$ cat src/rtl/dpa_pkg.sv
// Shared constants and types of the dual power accumulator.
package dpa_pkg;
  // ----------------------------------------------------------------
  // Clock and rates
  // ----------------------------------------------------------------
  localparam int CLK_HZ       = 40_000_000;
  localparam int BASE_RATE_HZ = 4;
  localparam int BASE_DIV_CYC = CLK_HZ / BASE_RATE_HZ;
  localparam logic [3:0] RATE_RST = 4'h0;
  localparam logic [3:0] RATE_MAX = 4'ha;

  // ----------------------------------------------------------------
  // Data widths
  // ----------------------------------------------------------------
  localparam int VOLT_W     = 14;
  localparam int ADC_I_W    = 13;
  localparam int CUR_W      = 16;
  localparam int PROD_W     = 30;
  localparam int ACC_W      = 56;
  localparam int CNT_W      = 24;
  localparam int GAIN_SHIFT = 3;
  localparam logic [ADC_I_W-1:0] HG_FULL = 13'h1fff;

  // ----------------------------------------------------------------
  // Serial bus commands and values
  // ----------------------------------------------------------------
  localparam logic [7:0] CMD_UPDATE  = 8'h00;
  localparam logic [7:0] CMD_CONTROL = 8'h01;
  localparam logic [7:0] CMD_ACC_CNT = 8'h02;
  localparam logic [7:0] CMD_PWR_1   = 8'h03;
  localparam logic [7:0] CMD_PWR_2   = 8'h04;
  localparam logic [7:0] CMD_VOLT_1  = 8'h07;
  localparam logic [7:0] CMD_VOLT_2  = 8'h08;
  localparam logic [7:0] CMD_RATE    = 8'h20;
  localparam logic [7:0] CMD_RST     = 8'h01;
  localparam logic [7:0] CTRL_RST    = 8'h00;
  localparam logic [7:0] NO_DATA     = 8'hff;
  localparam int         SAT_BIT     = 0;
  localparam logic [2:0] NB_CNT      = 3'h3;
  localparam logic [2:0] NB_ACC      = 3'h7;
  localparam logic [2:0] NB_VOLT     = 3'h2;
  localparam logic [3:0] BITS_BYTE   = 4'h8;

  typedef enum logic [1:0] {KIND_VOLT, KIND_HI, KIND_LO} dpa_kind_e;
endpackage : dpa_pkg

$ cat src/rtl/dpa_acc_if.sv
// Link between the sequencer and one channel accumulator.
`timescale 1ns/1ps
interface dpa_acc_if;
  import dpa_pkg::*;
  logic              add;
  logic              clear;
  logic [PROD_W-1:0] product;
  logic [ACC_W-1:0]  acc;
  logic              sat;
  modport ctl (output add, output clear, output product, input acc, input sat);
  modport acc_side (input add, input clear, input product, output acc, output sat);
endinterface : dpa_acc_if

$ cat src/rtl/dpa_accum.sv
// Saturating power accumulator for one channel.
`timescale 1ns/1ps
module dpa_accum
  import dpa_pkg::*;
(
  input  wire logic  i_clk_sys,
  input  wire logic  i_rst,
  dpa_acc_if.acc_side bus
);
  logic [ACC_W-1:0] acc_r;
  logic [ACC_W:0]   sum;

  assign sum     = {1'b0, acc_r} + (ACC_W + 1)'(bus.product);
  assign bus.acc = acc_r;
  // Pulses when an addition lands on or beyond full scale.
  assign bus.sat = bus.add & (sum[ACC_W] | (&sum[ACC_W-1:0]));

  always_ff @(posedge i_clk_sys) begin
    if (i_rst || bus.clear) begin
      acc_r <= '0;
    end else if (bus.add) begin
      acc_r <= sum[ACC_W] ? {ACC_W{1'b1}} : sum[ACC_W-1:0];
    end
  end
endmodule : dpa_accum

$ cat src/rtl/dpa_sync.sv
// Two-flop synchroniser for levels from outside the clock domain.
`timescale 1ns/1ps
module dpa_sync #(
  parameter int           W      = 1,
  parameter logic [W-1:0] P_INIT = '0
) (
  input  wire logic         i_clk_sys,
  input  wire logic         i_rst,
  input  wire logic [W-1:0] i_d,
  output logic      [W-1:0] o_q
);
  logic [W-1:0] meta_r;

  always_ff @(posedge i_clk_sys) begin
    if (i_rst) begin
      meta_r <= P_INIT;
      o_q    <= P_INIT;
    end else begin
      meta_r <= i_d;
      o_q    <= meta_r;
    end
  end
endmodule : dpa_sync

$ cat src/rtl/dpa_top.sv
// Dual power accumulator with serial bus target interface.
// Operation
// - Sequencer visits both channels, taking voltage and current samples unprompted.
// - Each period multiplies 16-bit current by 14-bit voltage into 30-bit product.
// - Every channel owns its own 56-bit accumulator of power products.
// - Accumulation rate is selectable from 4 to 4096 per second.
// - Snapshot command copies count and both accumulators into readable holding registers.
// - A full accumulator stays at its maximum instead of wrapping.
// - Voltage results are 14 bits; current converter results are 13 bits.
// - Two current conversions, high and low gain, form one 16-bit current.
// - High-gain result is weighted eight times finer than the low-gain result.
// - Unsaturated high-gain result is used, otherwise the low-gain result.
// - Serial bytes travel most significant bit first.
// - Command pointer starts at the configuration and status command.
// - Reads with an unsupported command return all ones.
// - Target address is latched once after reset and kept.
// - After power-up a rising edge on the address pin resets the device.
// - Single-byte read uses command write, repeated start, read, final not-acknowledge.
// - Single-byte write acknowledges address, command and data byte.
// - Command-only transfer acknowledges address and command, then stop.
// - Snapshot clears the sample count and both accumulators.
// - Snapshot leaves the saturation flag alone; only a host write or a reset, including the pin reset, clears it.
`timescale 1ns/1ps
module dpa_top
  import dpa_pkg::*;
#(
  parameter int P_BASE_DIV = BASE_DIV_CYC
) (
  input  wire logic              i_clk_sys,
  input  wire logic              i_rst,
  input  wire logic              i_scl,
  input  wire logic              i_sda,
  output logic                   o_sda_o,
  output logic                   o_sda_oe,
  input  wire logic              i_addr_rst_pin,
  input  wire logic [6:0]        i_addr_code,
  output logic                   o_adc_start,
  output logic                   o_adc_chan,
  output dpa_kind_e              o_adc_kind,
  input  wire logic              i_adc_done,
  input  wire logic [VOLT_W-1:0] i_adc_data,
  output logic                   o_saturation_flag
);
  // ----------------------------------------------------------------
  // Reset, address latch and pin synchronisers
  // ----------------------------------------------------------------
  typedef enum {T_IDLE, T_ADDR, T_CMD, T_WDAT, T_ACK, T_RDAT, T_RACK, T_SKIP} dpa_bus_e;
  typedef enum {Q_IDLE, Q_CONV, Q_WAIT, Q_ADD} dpa_seq_e;

  logic       rst_int;
  logic       soft_rst_r;
  logic       addr_valid_r;
  logic [6:0] addr_r;
  logic [2:0] pins_s;
  logic       scl_s;
  logic       sda_s;
  logic       pin_s;
  logic       scl_q_r;
  logic       sda_q_r;
  logic       pin_q_r;

  assign rst_int = i_rst | soft_rst_r;
  assign scl_s   = pins_s[0];
  assign sda_s   = pins_s[1];
  assign pin_s   = pins_s[2];

  dpa_sync #(.W(3), .P_INIT(3'h7)) u_sync (
    .i_clk_sys (i_clk_sys),
    .i_rst     (i_rst),
    .i_d       ({i_addr_rst_pin, i_sda, i_scl}),
    .o_q       (pins_s)
  );

  always_ff @(posedge i_clk_sys) begin
    if (i_rst) begin
      scl_q_r <= 1'b1;
      sda_q_r <= 1'b1;
      pin_q_r <= 1'b1;
    end else begin
      scl_q_r <= scl_s;
      sda_q_r <= sda_s;
      pin_q_r <= pin_s;
    end
  end

  // The pin only counts as a reset once it has been seen low after power-up.
  always_ff @(posedge i_clk_sys) begin
    if (i_rst) begin
      soft_rst_r <= 1'b0;
    end else begin
      soft_rst_r <= addr_valid_r & pin_s & ~pin_q_r;
    end
  end

  always_ff @(posedge i_clk_sys) begin
    if (rst_int) begin
      addr_valid_r <= 1'b0;
      addr_r       <= 7'h00;
    end else if (!addr_valid_r) begin
      addr_valid_r <= 1'b1;
      addr_r       <= i_addr_code;
    end
  end

  // ----------------------------------------------------------------
  // Registers written over the bus
  // ----------------------------------------------------------------
  logic       wr_p;
  logic       upd_p;
  logic [7:0] wdat_r;
  logic [7:0] cmd_r;
  logic [7:0] ctrl_r;
  logic [3:0] rate_r;
  logic       sat_flag_r;
  logic       sat_evt;

  always_ff @(posedge i_clk_sys) begin
    if (rst_int) begin
      ctrl_r <= CTRL_RST;
      rate_r <= RATE_RST;
    end else if (wr_p && cmd_r == CMD_CONTROL) begin
      ctrl_r <= wdat_r;
    end else if (wr_p && cmd_r == CMD_RATE) begin
      rate_r <= (wdat_r[3:0] > RATE_MAX) ? RATE_MAX : wdat_r[3:0];
    end
  end

  // A saturation in the same cycle as the clearing write keeps the flag set.
  always_ff @(posedge i_clk_sys) begin
    if (rst_int) begin
      sat_flag_r <= 1'b0;
    end else if (sat_evt) begin
      sat_flag_r <= 1'b1;
    end else if (wr_p && cmd_r == CMD_CONTROL && !wdat_r[SAT_BIT]) begin
      sat_flag_r <= 1'b0;
    end
  end

  assign o_saturation_flag = sat_flag_r;

  // ----------------------------------------------------------------
  // Rate divider
  // ----------------------------------------------------------------
  logic [31:0] div_cnt_r;
  logic [31:0] per_lim;
  logic        tick;
  logic        samp_pend_r;
  logic        upd_pend_r;
  logic        snap_p;
  logic        seq_go;

  assign per_lim = 32'(P_BASE_DIV) >> rate_r;
  assign tick    = (div_cnt_r >= per_lim - 32'h1);

  always_ff @(posedge i_clk_sys) begin
    if (rst_int || tick) begin
      div_cnt_r <= '0;
    end else begin
      div_cnt_r <= div_cnt_r + 32'h1;
    end
  end

  always_ff @(posedge i_clk_sys) begin
    if (rst_int) begin
      samp_pend_r <= 1'b0;
      upd_pend_r  <= 1'b0;
    end else begin
      samp_pend_r <= tick | (samp_pend_r & ~seq_go);
      upd_pend_r  <= upd_p | (upd_pend_r & ~snap_p);
    end
  end

  // ----------------------------------------------------------------
  // Measurement sequencer
  // ----------------------------------------------------------------
  dpa_seq_e                 q_r;
  dpa_kind_e                kind_r;
  logic                     ch_r;
  logic [VOLT_W-1:0]        volt_r [2];
  logic [ADC_I_W-1:0]       hi_r;
  logic [ADC_I_W-1:0]       lo_r;
  logic [CUR_W-1:0]         cur;
  logic [PROD_W-1:0]        product;
  logic [CNT_W-1:0]         acc_cnt_r;
  logic [CNT_W-1:0]         cnt_hold_r;
  logic [ACC_W-1:0]         hold_r [2];

  dpa_acc_if acc0 ();
  dpa_acc_if acc1 ();

  // Snapshot is only taken while idle, so an in-flight sample finishes first.
  assign snap_p      = (q_r == Q_IDLE) & upd_pend_r;
  assign seq_go      = (q_r == Q_IDLE) & ~upd_pend_r & samp_pend_r;
  assign o_adc_start = (q_r == Q_CONV);
  assign o_adc_chan  = ch_r;
  assign o_adc_kind  = kind_r;

  always_comb begin
    if (hi_r != HG_FULL) begin
      cur = CUR_W'(hi_r);
    end else begin
      cur = CUR_W'(lo_r) << GAIN_SHIFT;
    end
  end

  assign product = PROD_W'(cur) * PROD_W'(volt_r[ch_r]);

  always_ff @(posedge i_clk_sys) begin
    if (rst_int) begin
      q_r    <= Q_IDLE;
      kind_r <= KIND_VOLT;
      ch_r   <= 1'b0;
    end else begin
      unique case (q_r)
        Q_IDLE: begin
          if (seq_go) begin
            ch_r   <= 1'b0;
            kind_r <= KIND_VOLT;
            q_r    <= Q_CONV;
          end
        end
        Q_CONV: q_r <= Q_WAIT;
        Q_WAIT: begin
          if (i_adc_done) begin
            unique case (kind_r)
              KIND_VOLT: begin
                kind_r <= KIND_HI;
                q_r    <= Q_CONV;
              end
              KIND_HI: begin
                kind_r <= KIND_LO;
                q_r    <= Q_CONV;
              end
              KIND_LO: q_r <= Q_ADD;
            endcase
          end
        end
        Q_ADD: begin
          if (ch_r) begin
            q_r <= Q_IDLE;
          end else begin
            ch_r   <= 1'b1;
            kind_r <= KIND_VOLT;
            q_r    <= Q_CONV;
          end
        end
      endcase
    end
  end

  always_ff @(posedge i_clk_sys) begin
    if (rst_int) begin
      volt_r[0] <= '0;
      volt_r[1] <= '0;
      hi_r      <= '0;
      lo_r      <= '0;
    end else if (q_r == Q_WAIT && i_adc_done) begin
      unique case (kind_r)
        KIND_VOLT: volt_r[ch_r] <= i_adc_data;
        KIND_HI:   hi_r <= i_adc_data[ADC_I_W-1:0];
        KIND_LO:   lo_r <= i_adc_data[ADC_I_W-1:0];
      endcase
    end
  end

  always_ff @(posedge i_clk_sys) begin
    if (rst_int) begin
      acc_cnt_r  <= '0;
      cnt_hold_r <= '0;
      hold_r[0]  <= '0;
      hold_r[1]  <= '0;
    end else if (snap_p) begin
      cnt_hold_r <= acc_cnt_r;
      hold_r[0]  <= acc0.acc;
      hold_r[1]  <= acc1.acc;
      acc_cnt_r  <= '0;
    end else if (q_r == Q_ADD && ch_r && !(&acc_cnt_r)) begin
      acc_cnt_r <= acc_cnt_r + CNT_W'(1);
    end
  end

  // ----------------------------------------------------------------
  // Channel accumulators
  // ----------------------------------------------------------------
  assign acc0.add     = (q_r == Q_ADD) & ~ch_r;
  assign acc1.add     = (q_r == Q_ADD) & ch_r;
  assign acc0.clear   = snap_p;
  assign acc1.clear   = snap_p;
  assign acc0.product = product;
  assign acc1.product = product;
  assign sat_evt      = acc0.sat | acc1.sat;

  dpa_accum u_acc0 (
    .i_clk_sys (i_clk_sys),
    .i_rst     (rst_int),
    .bus       (acc0.acc_side)
  );

  dpa_accum u_acc1 (
    .i_clk_sys (i_clk_sys),
    .i_rst     (rst_int),
    .bus       (acc1.acc_side)
  );

  // ----------------------------------------------------------------
  // Read data selection
  // ----------------------------------------------------------------
  logic [2:0] idx_r;
  logic [7:0] rd_byte;

  function automatic logic [7:0] pick(input logic [ACC_W-1:0] v, input logic [2:0] nb,
                                      input logic [2:0] ix);
    logic [2:0]       k;
    logic [ACC_W-1:0] sh;
    k    = nb - ix - 3'h1;
    sh   = v >> {k, 3'h0};
    pick = (ix >= nb) ? NO_DATA : sh[7:0];
  endfunction : pick

  always_comb begin
    unique case (cmd_r)
      CMD_CONTROL: rd_byte = (idx_r == 3'h0) ? {ctrl_r[7:1], sat_flag_r} : NO_DATA;
      CMD_ACC_CNT: rd_byte = pick(ACC_W'(cnt_hold_r), NB_CNT, idx_r);
      CMD_PWR_1:   rd_byte = pick(hold_r[0], NB_ACC, idx_r);
      CMD_PWR_2:   rd_byte = pick(hold_r[1], NB_ACC, idx_r);
      CMD_VOLT_1:  rd_byte = pick(ACC_W'(volt_r[0]), NB_VOLT, idx_r);
      CMD_VOLT_2:  rd_byte = pick(ACC_W'(volt_r[1]), NB_VOLT, idx_r);
      CMD_RATE:    rd_byte = (idx_r == 3'h0) ? {4'h0, rate_r} : NO_DATA;
      default:     rd_byte = NO_DATA;
    endcase
  end

  // ----------------------------------------------------------------
  // Serial bus target
  // ----------------------------------------------------------------
  dpa_bus_e   st_r;
  dpa_bus_e   ack_next_r;
  logic [3:0] bit_cnt_r;
  logic [7:0] sh_r;
  logic [7:0] tx_r;
  logic       drive_low_r;
  logic       acked_r;
  logic       scl_rise;
  logic       scl_fall;
  logic       start_c;
  logic       stop_c;
  logic       byte_in;

  assign scl_rise = scl_s & ~scl_q_r;
  assign scl_fall = ~scl_s & scl_q_r;
  assign start_c  = scl_s & scl_q_r & sda_q_r & ~sda_s;
  assign stop_c   = scl_s & scl_q_r & ~sda_q_r & sda_s;
  assign byte_in  = (bit_cnt_r == BITS_BYTE);
  assign o_sda_o  = 1'b0;
  assign o_sda_oe = drive_low_r;

  always_ff @(posedge i_clk_sys) begin
    if (rst_int) begin
      st_r        <= T_IDLE;
      ack_next_r  <= T_SKIP;
      bit_cnt_r   <= 4'h0;
      sh_r        <= 8'h00;
      tx_r        <= 8'h00;
      drive_low_r <= 1'b0;
      acked_r     <= 1'b0;
      idx_r       <= 3'h0;
      cmd_r       <= CMD_RST;
      wdat_r      <= 8'h00;
      wr_p        <= 1'b0;
      upd_p       <= 1'b0;
    end else begin
      wr_p  <= 1'b0;
      upd_p <= 1'b0;
      if (start_c) begin
        st_r        <= T_ADDR;
        bit_cnt_r   <= 4'h0;
        drive_low_r <= 1'b0;
      end else if (stop_c) begin
        st_r        <= T_IDLE;
        drive_low_r <= 1'b0;
      end else if (scl_rise) begin
        unique case (st_r)
          T_ADDR, T_CMD, T_WDAT: begin
            sh_r      <= {sh_r[6:0], sda_s};
            bit_cnt_r <= bit_cnt_r + 4'h1;
          end
          T_RDAT: bit_cnt_r <= bit_cnt_r + 4'h1;
          T_RACK: acked_r <= ~sda_s;
          T_IDLE, T_ACK, T_SKIP: ;
        endcase
      end else if (scl_fall) begin
        unique case (st_r)
          T_ADDR: begin
            if (byte_in) begin
              bit_cnt_r <= 4'h0;
              idx_r     <= 3'h0;
              if (sh_r[7:1] == addr_r) begin
                st_r        <= T_ACK;
                drive_low_r <= 1'b1;
                ack_next_r  <= sh_r[0] ? T_RDAT : T_CMD;
              end else begin
                st_r <= T_SKIP;
              end
            end
          end
          T_CMD: begin
            if (byte_in) begin
              cmd_r       <= sh_r;
              upd_p       <= (sh_r == CMD_UPDATE);
              st_r        <= T_ACK;
              drive_low_r <= 1'b1;
              ack_next_r  <= T_WDAT;
            end
          end
          T_WDAT: begin
            if (byte_in) begin
              wdat_r      <= sh_r;
              wr_p        <= 1'b1;
              st_r        <= T_ACK;
              drive_low_r <= 1'b1;
              ack_next_r  <= T_SKIP;
            end
          end
          T_ACK: begin
            bit_cnt_r <= 4'h0;
            if (ack_next_r == T_RDAT) begin
              tx_r        <= rd_byte;
              drive_low_r <= ~rd_byte[7];
              st_r        <= T_RDAT;
            end else begin
              drive_low_r <= 1'b0;
              st_r        <= ack_next_r;
            end
          end
          T_RDAT: begin
            if (byte_in) begin
              drive_low_r <= 1'b0;
              st_r        <= T_RACK;
              idx_r       <= (idx_r == 3'h7) ? idx_r : idx_r + 3'h1;
            end else begin
              tx_r        <= {tx_r[6:0], 1'b0};
              drive_low_r <= ~tx_r[6];
            end
          end
          T_RACK: begin
            bit_cnt_r <= 4'h0;
            if (acked_r) begin
              tx_r        <= rd_byte;
              drive_low_r <= ~rd_byte[7];
              st_r        <= T_RDAT;
            end else begin
              st_r <= T_SKIP;
            end
          end
          T_IDLE, T_SKIP: ;
        endcase
      end
    end
  end
endmodule : dpa_top

$ cat config.mk
export PLATFORM = sky130hd
export DESIGN_NAME = dpa_top
export DESIGN_NICKNAME = d
export VERILOG_FILES = /design/src/rtl/dpa_pkg.sv /design/src/rtl/dpa_acc_if.sv /design/src/rtl/dpa_accum.sv /design/src/rtl/dpa_sync.sv /design/src/rtl/dpa_top.sv
export SDC_FILE = /design/constraint.sdc
export NUM_CORES = 2
export LEC_CHECK = 0
export BUFFER_PORTS_ARGS = -buffer_cell sky130_fd_sc_hd__buf_4
export CAP_MARGIN = 20
export CORE_AREA = 4 4 427 260
export DETAILED_ROUTE_END_ITERATION = 7
export DIE_AREA = 0 0 431 264
export PLACE_DENSITY = 0.48
export SETUP_SLACK_MARGIN = 0.2
export SLEW_MARGIN = 20
export SYNTH_ARGS = -nofsm -noshare
export SYNTH_HDL_FRONTEND = slang
export SYNTH_SLANG_ARGS = --single-unit
$ cat constraint.sdc
create_clock -name i_clk_sys -period 12.5 [get_ports i_clk_sys]
set_input_delay 0 -clock i_clk_sys [delete_from_list [all_inputs] [get_ports i_clk_sys]]
set_output_delay 0 -clock i_clk_sys [all_outputs]
set_load 0.005 [all_outputs]
==> impl_metrics.csv <==
group,metric,value,unit
global_routing,vias_in_the_first_global_route,24965,
floorplan,die_area,114000,sq um
logic_synthesis,synth_top_area_cell,"sky130_fd_sc_hd__dfxtp_1",
clocking,tritoncts_clock_tree,"built",
timing,maxSlewHeadroom,0.271,
logic_synthesis,ys.warnings.count,0,
logic_synthesis,synth_commonest_cells,"sky130_fd_sc_hd__nand2_1 (390), sky130_fd_sc_hd__nor2_1 (373), sky130_fd_sc_hd__dfxtp_1 (304), sky130_fd_sc_hd__inv_1 (243), sky130_fd_sc_hd__a21oi_1 (232)",
setup_path,start_kind,"flip-flop",
setup_path,cp_data_arrival_time,12140,ps
timing,timing.hold.ws,174,ps
min_path,hp-start,"i_rst",
clocking,clkLatencyLatePin,630,ps
pwr,power_leakage,15.0,nW
cells_and_area,antenna_cells,0,
global_routing,grt_max_degree,105,
timing,slew_violations,0,
logic_synthesis,synth_area,31900,sq um
clocking,cts_max_level,2,
place,pre_cts_slack,788,ps
routing,route.detailed.vias_per_inst,5.33,
setup_path,regToRegEndpoint,"o_saturation_flag",
setup_path,crit_slowest_cell,"sky130_fd_sc_hd__xnor2_1",
min_path,hold_path.class,"in -> reg",
logic_synthesis,dominant_synthesized_flop_cell,"sky130_fd_sc_hd__dfxtp_1",
run_status,outcome,"finished, final reports clean",
logic_synthesis,synth_edf_count,140,
min_path,holdPathEnd,"soft_rst_r",
setup_path,ff2ff_setup_slack,910,ps
place,detailedPlacementHpwl,85300,um
floorplan,start_util,0.298,
floorplan,coreArea,107000,sq um
cells_and_area,drive_above_1_share,0.0664,
timing,grt_setup_unrepaired,"false",
floorplan,ioPinCount,34,
timing,share_of_the_cycle_needed_by_the_critical_path_after_routing,0.927,
routing,first_drt_pass_iteration_count,5,
clocking,number_of_buffers_created_by_cts,46,
routing,ant_nets,0,
routing,drt_iter0_markers,2770,
timing,setup_ws,911,ps
setup_path,ff2ff_path_depth,37,
clocking,worst_setup_hold_path_clk_slew,80,ps
floorplan,die_w,431,um
routing,routed_wirelength_normalized_by_instance_count,22.0,um
routing,via_count,27190,
logic_synthesis,synth_async_sr_flop_share,0,
logic_synthesis,synth_largest_type_area_fraction,0.191,
setup_path,critical_path.endpoint_type,"flip-flop",
setup_path,cp_max_fo,25,
timing,max_clock_freq,0.0863,GHz
clocking,cts_sinks,444,
cells_and_area,finish.instance_area,35600,sq um
place,placedInstanceArea,33700,sq um
floorplan,chipHeight,264,um
clocking,clock-root-buffer,"sky130_fd_sc_hd__clkbuf_16",
cells_and_area,fill_cells,11117,
cells_and_area,combined_area_of_the_multi_input_logic_cells,20000,sq um
timing,setup-tns-final,0,ps
setup_path,cpMostUsedCell,"sky130_fd_sc_hd__fa_1",
run,drv_cap,0,
place,port-buffer-count,32,
clocking,clk_path_buf_depth,3,
setup_path,beginning_of_the_worst_register_to_register_path,"hi_r[0]",
global_routing,grt_first_pass_wirelength,168000,um
routing,wl,112000,um
logic_synthesis,synth_cells,3651,
global_routing,tot_gr_track_use,0.193,
setup_path,worstPathRequired,13050,ps
timing,final_hold_viol_count,0,
place,routabilityCongestion,0.931,
cells_and_area,final_net_count,4037,
timing,final_critical_path_required_period,11590,ps
logic_synthesis,yosys_reg_bits,444,
pwr,irDropWorstVdd,94.8,uV
timing,finalSetupViolations,0,
setup_path,slowest_delay,710,ps
floorplan,rows,93,
pwr,power_density,87.0,nW/um^2
logic_synthesis,yosysSeqAreaShare,0.322,
logic_synthesis,synth_cell_type_count,84,
cells_and_area,regArea,10300,sq um
logic_synthesis,syn_area_per_cell,8.74,sq um
logic_synthesis,synth_area_leaders,"sky130_fd_sc_hd__dfxtp_1 (19%), sky130_fd_sc_hd__edfxtp_1 (13%), sky130_fd_sc_hd__fa_1 (10%)",
logic_synthesis,leading_cell_type_by_number_of_instances_after_synthesis,"sky130_fd_sc_hd__nand2_1",
cells_and_area,layout_overhead_on_the_synthesized_area,11.4,%
global_routing,initial_antenna_violation_count,2,
global_routing,grt_overflow_total,0,
setup_path,crit_type,"reg -> reg",
timing,worst-slew-pin-transition,1090,ps
min_path,timing.hold.worst_path_depth,3,
timing,timing.clock.skew,39.8,ps
routing,detail_route.drc_violations,0,
[final cells by class]
class / count / share of cell area
Clock buffer: 65 / 0.0371
Clock inverter: 20 / 0.00612
Inverter: 244 / 0.0259
Multi-Input combinational cell: 2777 / 0.563
Sequential cell: 444 / 0.289
Tap cell: 1425 / 0.0501
Timing Repair Buffer: 122 / 0.0278
[worst max-delay path: cells and delay by family (launching register included)]
kind,cells,cell delay (ps)
xor+xnor,1,710
flops,1,440
fa+ha+maj,8,3930
compound gates,12,3540
buf+inv,5,510
simple gates,11,2320
[worst max-delay path by stage]
| stage | slack [ps] | endpoint | from |
|---|---|---|---|
| after detailed placement | 790 | u_acc1.bus.acc[53] | hi_r[12] |
| after global placement | 1000 | u_acc1.bus.acc[53] | hi_r[12] |
| after global routing | 250 | u_acc1.bus.acc[53] | hi_r[0] |
| final | 910 | o_saturation_flag | hi_r[0] |
| after CTS | 700 | u_acc1.bus.acc[53] | hi_r[0] |
| after floorplan | 2570 | o_saturation_flag | hi_r[0] |
[where the power goes]
| group | switching, mW | internal, mW |
|---|---|---|
| clock | 0.663 | 0.807 |
| combinational | 0.0770 | 0.0322 |
| sequential | 0.0124 | 1.50 |
[routing by layer]
layer,up-vias,share of wire,global-route usage
met5,-,0,0
met4,0,0.0096,0.0214
met3,78,0.10,0.0605
met2,992,0.34,0.225
met1,13372,0.54,0.331
li1,12748,-,-
[flip-flops by register name (all words and copies together) (netlist names), 4 cells and up, named ones only]
| register | cells |
|---|---|
| hi_r | 13 |
| u_acc0.bus.acc | 56 |
| ctrl_r | 7 |
| addr_r | 7 |
| div_cnt_r | 32 |
| cmd_r | 8 |
| volt_r | 28 |
| acc_cnt_r | 24 |
| cnt_hold_r | 24 |
| tx_r | 7 |
| lo_r | 13 |
| hold_r | 112 |
| sh_r | 8 |
| wdat_r | 8 |
| rate_r | 4 |
| bit_cnt_r | 4 |
| u_acc1.bus.acc | 56 |
[cells by family (layout without fill, tap and decap cells)]
kind of cell    Yosys count  count (layout)  synth area share
buf+inv                 437             451            0.0519
mux                     136             136            0.0497
other cells               2               9          0.000235
fa+ha+maj               375             375             0.186
flops                   444             444             0.322
compound gates          764             764             0.146
simple gates           1327            1327             0.197
xor+xnor                166             166            0.0456
[placed cells by master (no fill, tap or decap), types with 21 or more instances in the layout]
cell,count
sky130_fd_sc_hd__nand2_1,390
sky130_fd_sc_hd__nor2_1,371
sky130_fd_sc_hd__dfxtp_1,303
sky130_fd_sc_hd__inv_1,242
sky130_fd_sc_hd__a21oi_1,232
sky130_fd_sc_hd__ha_1,207
sky130_fd_sc_hd__o21ai_0,186
sky130_fd_sc_hd__and3_1,170
sky130_fd_sc_hd__fa_1,167
sky130_fd_sc_hd__edfxtp_1,140
sky130_fd_sc_hd__mux2i_1,101
sky130_fd_sc_hd__nand3_1,99
sky130_fd_sc_hd__buf_4,92
sky130_fd_sc_hd__xnor2_1,83
sky130_fd_sc_hd__xor2_1,83
sky130_fd_sc_hd__a31oi_1,67
sky130_fd_sc_hd__nor3_1,66
sky130_fd_sc_hd__clkbuf_16,48
sky130_fd_sc_hd__nand4_1,46
sky130_fd_sc_hd__a21o_1,45
sky130_fd_sc_hd__and2_1,33
sky130_fd_sc_hd__a211oi_1,29
sky130_fd_sc_hd__dlygate4sd3_1,29
sky130_fd_sc_hd__o21a_1,27
sky130_fd_sc_hd__nor2b_1,24
sky130_fd_sc_hd__o211ai_1,24
sky130_fd_sc_hd__o21ai_1,22
sky130_fd_sc_hd__or2_2,21
[what timing repair did]
action,CTS,global route
endpoints found under the setup margin,0,33
hold buffers,29,0
endpoints found under the hold margin,75,0
buffers inserted,0,0
gates resized for setup,0,4
[per-stage QoR]
stage,power (mW),util,std cells
floorplan,1.60,-,3658
detailed placement,1.65,0.315,4982
finish,3.09,0.333,5097
global route,3.19,0.333,5097
global placement,1.65,0.315,4982
CTS,3.12,0.332,5096
(Power assumes the default switching activity.)
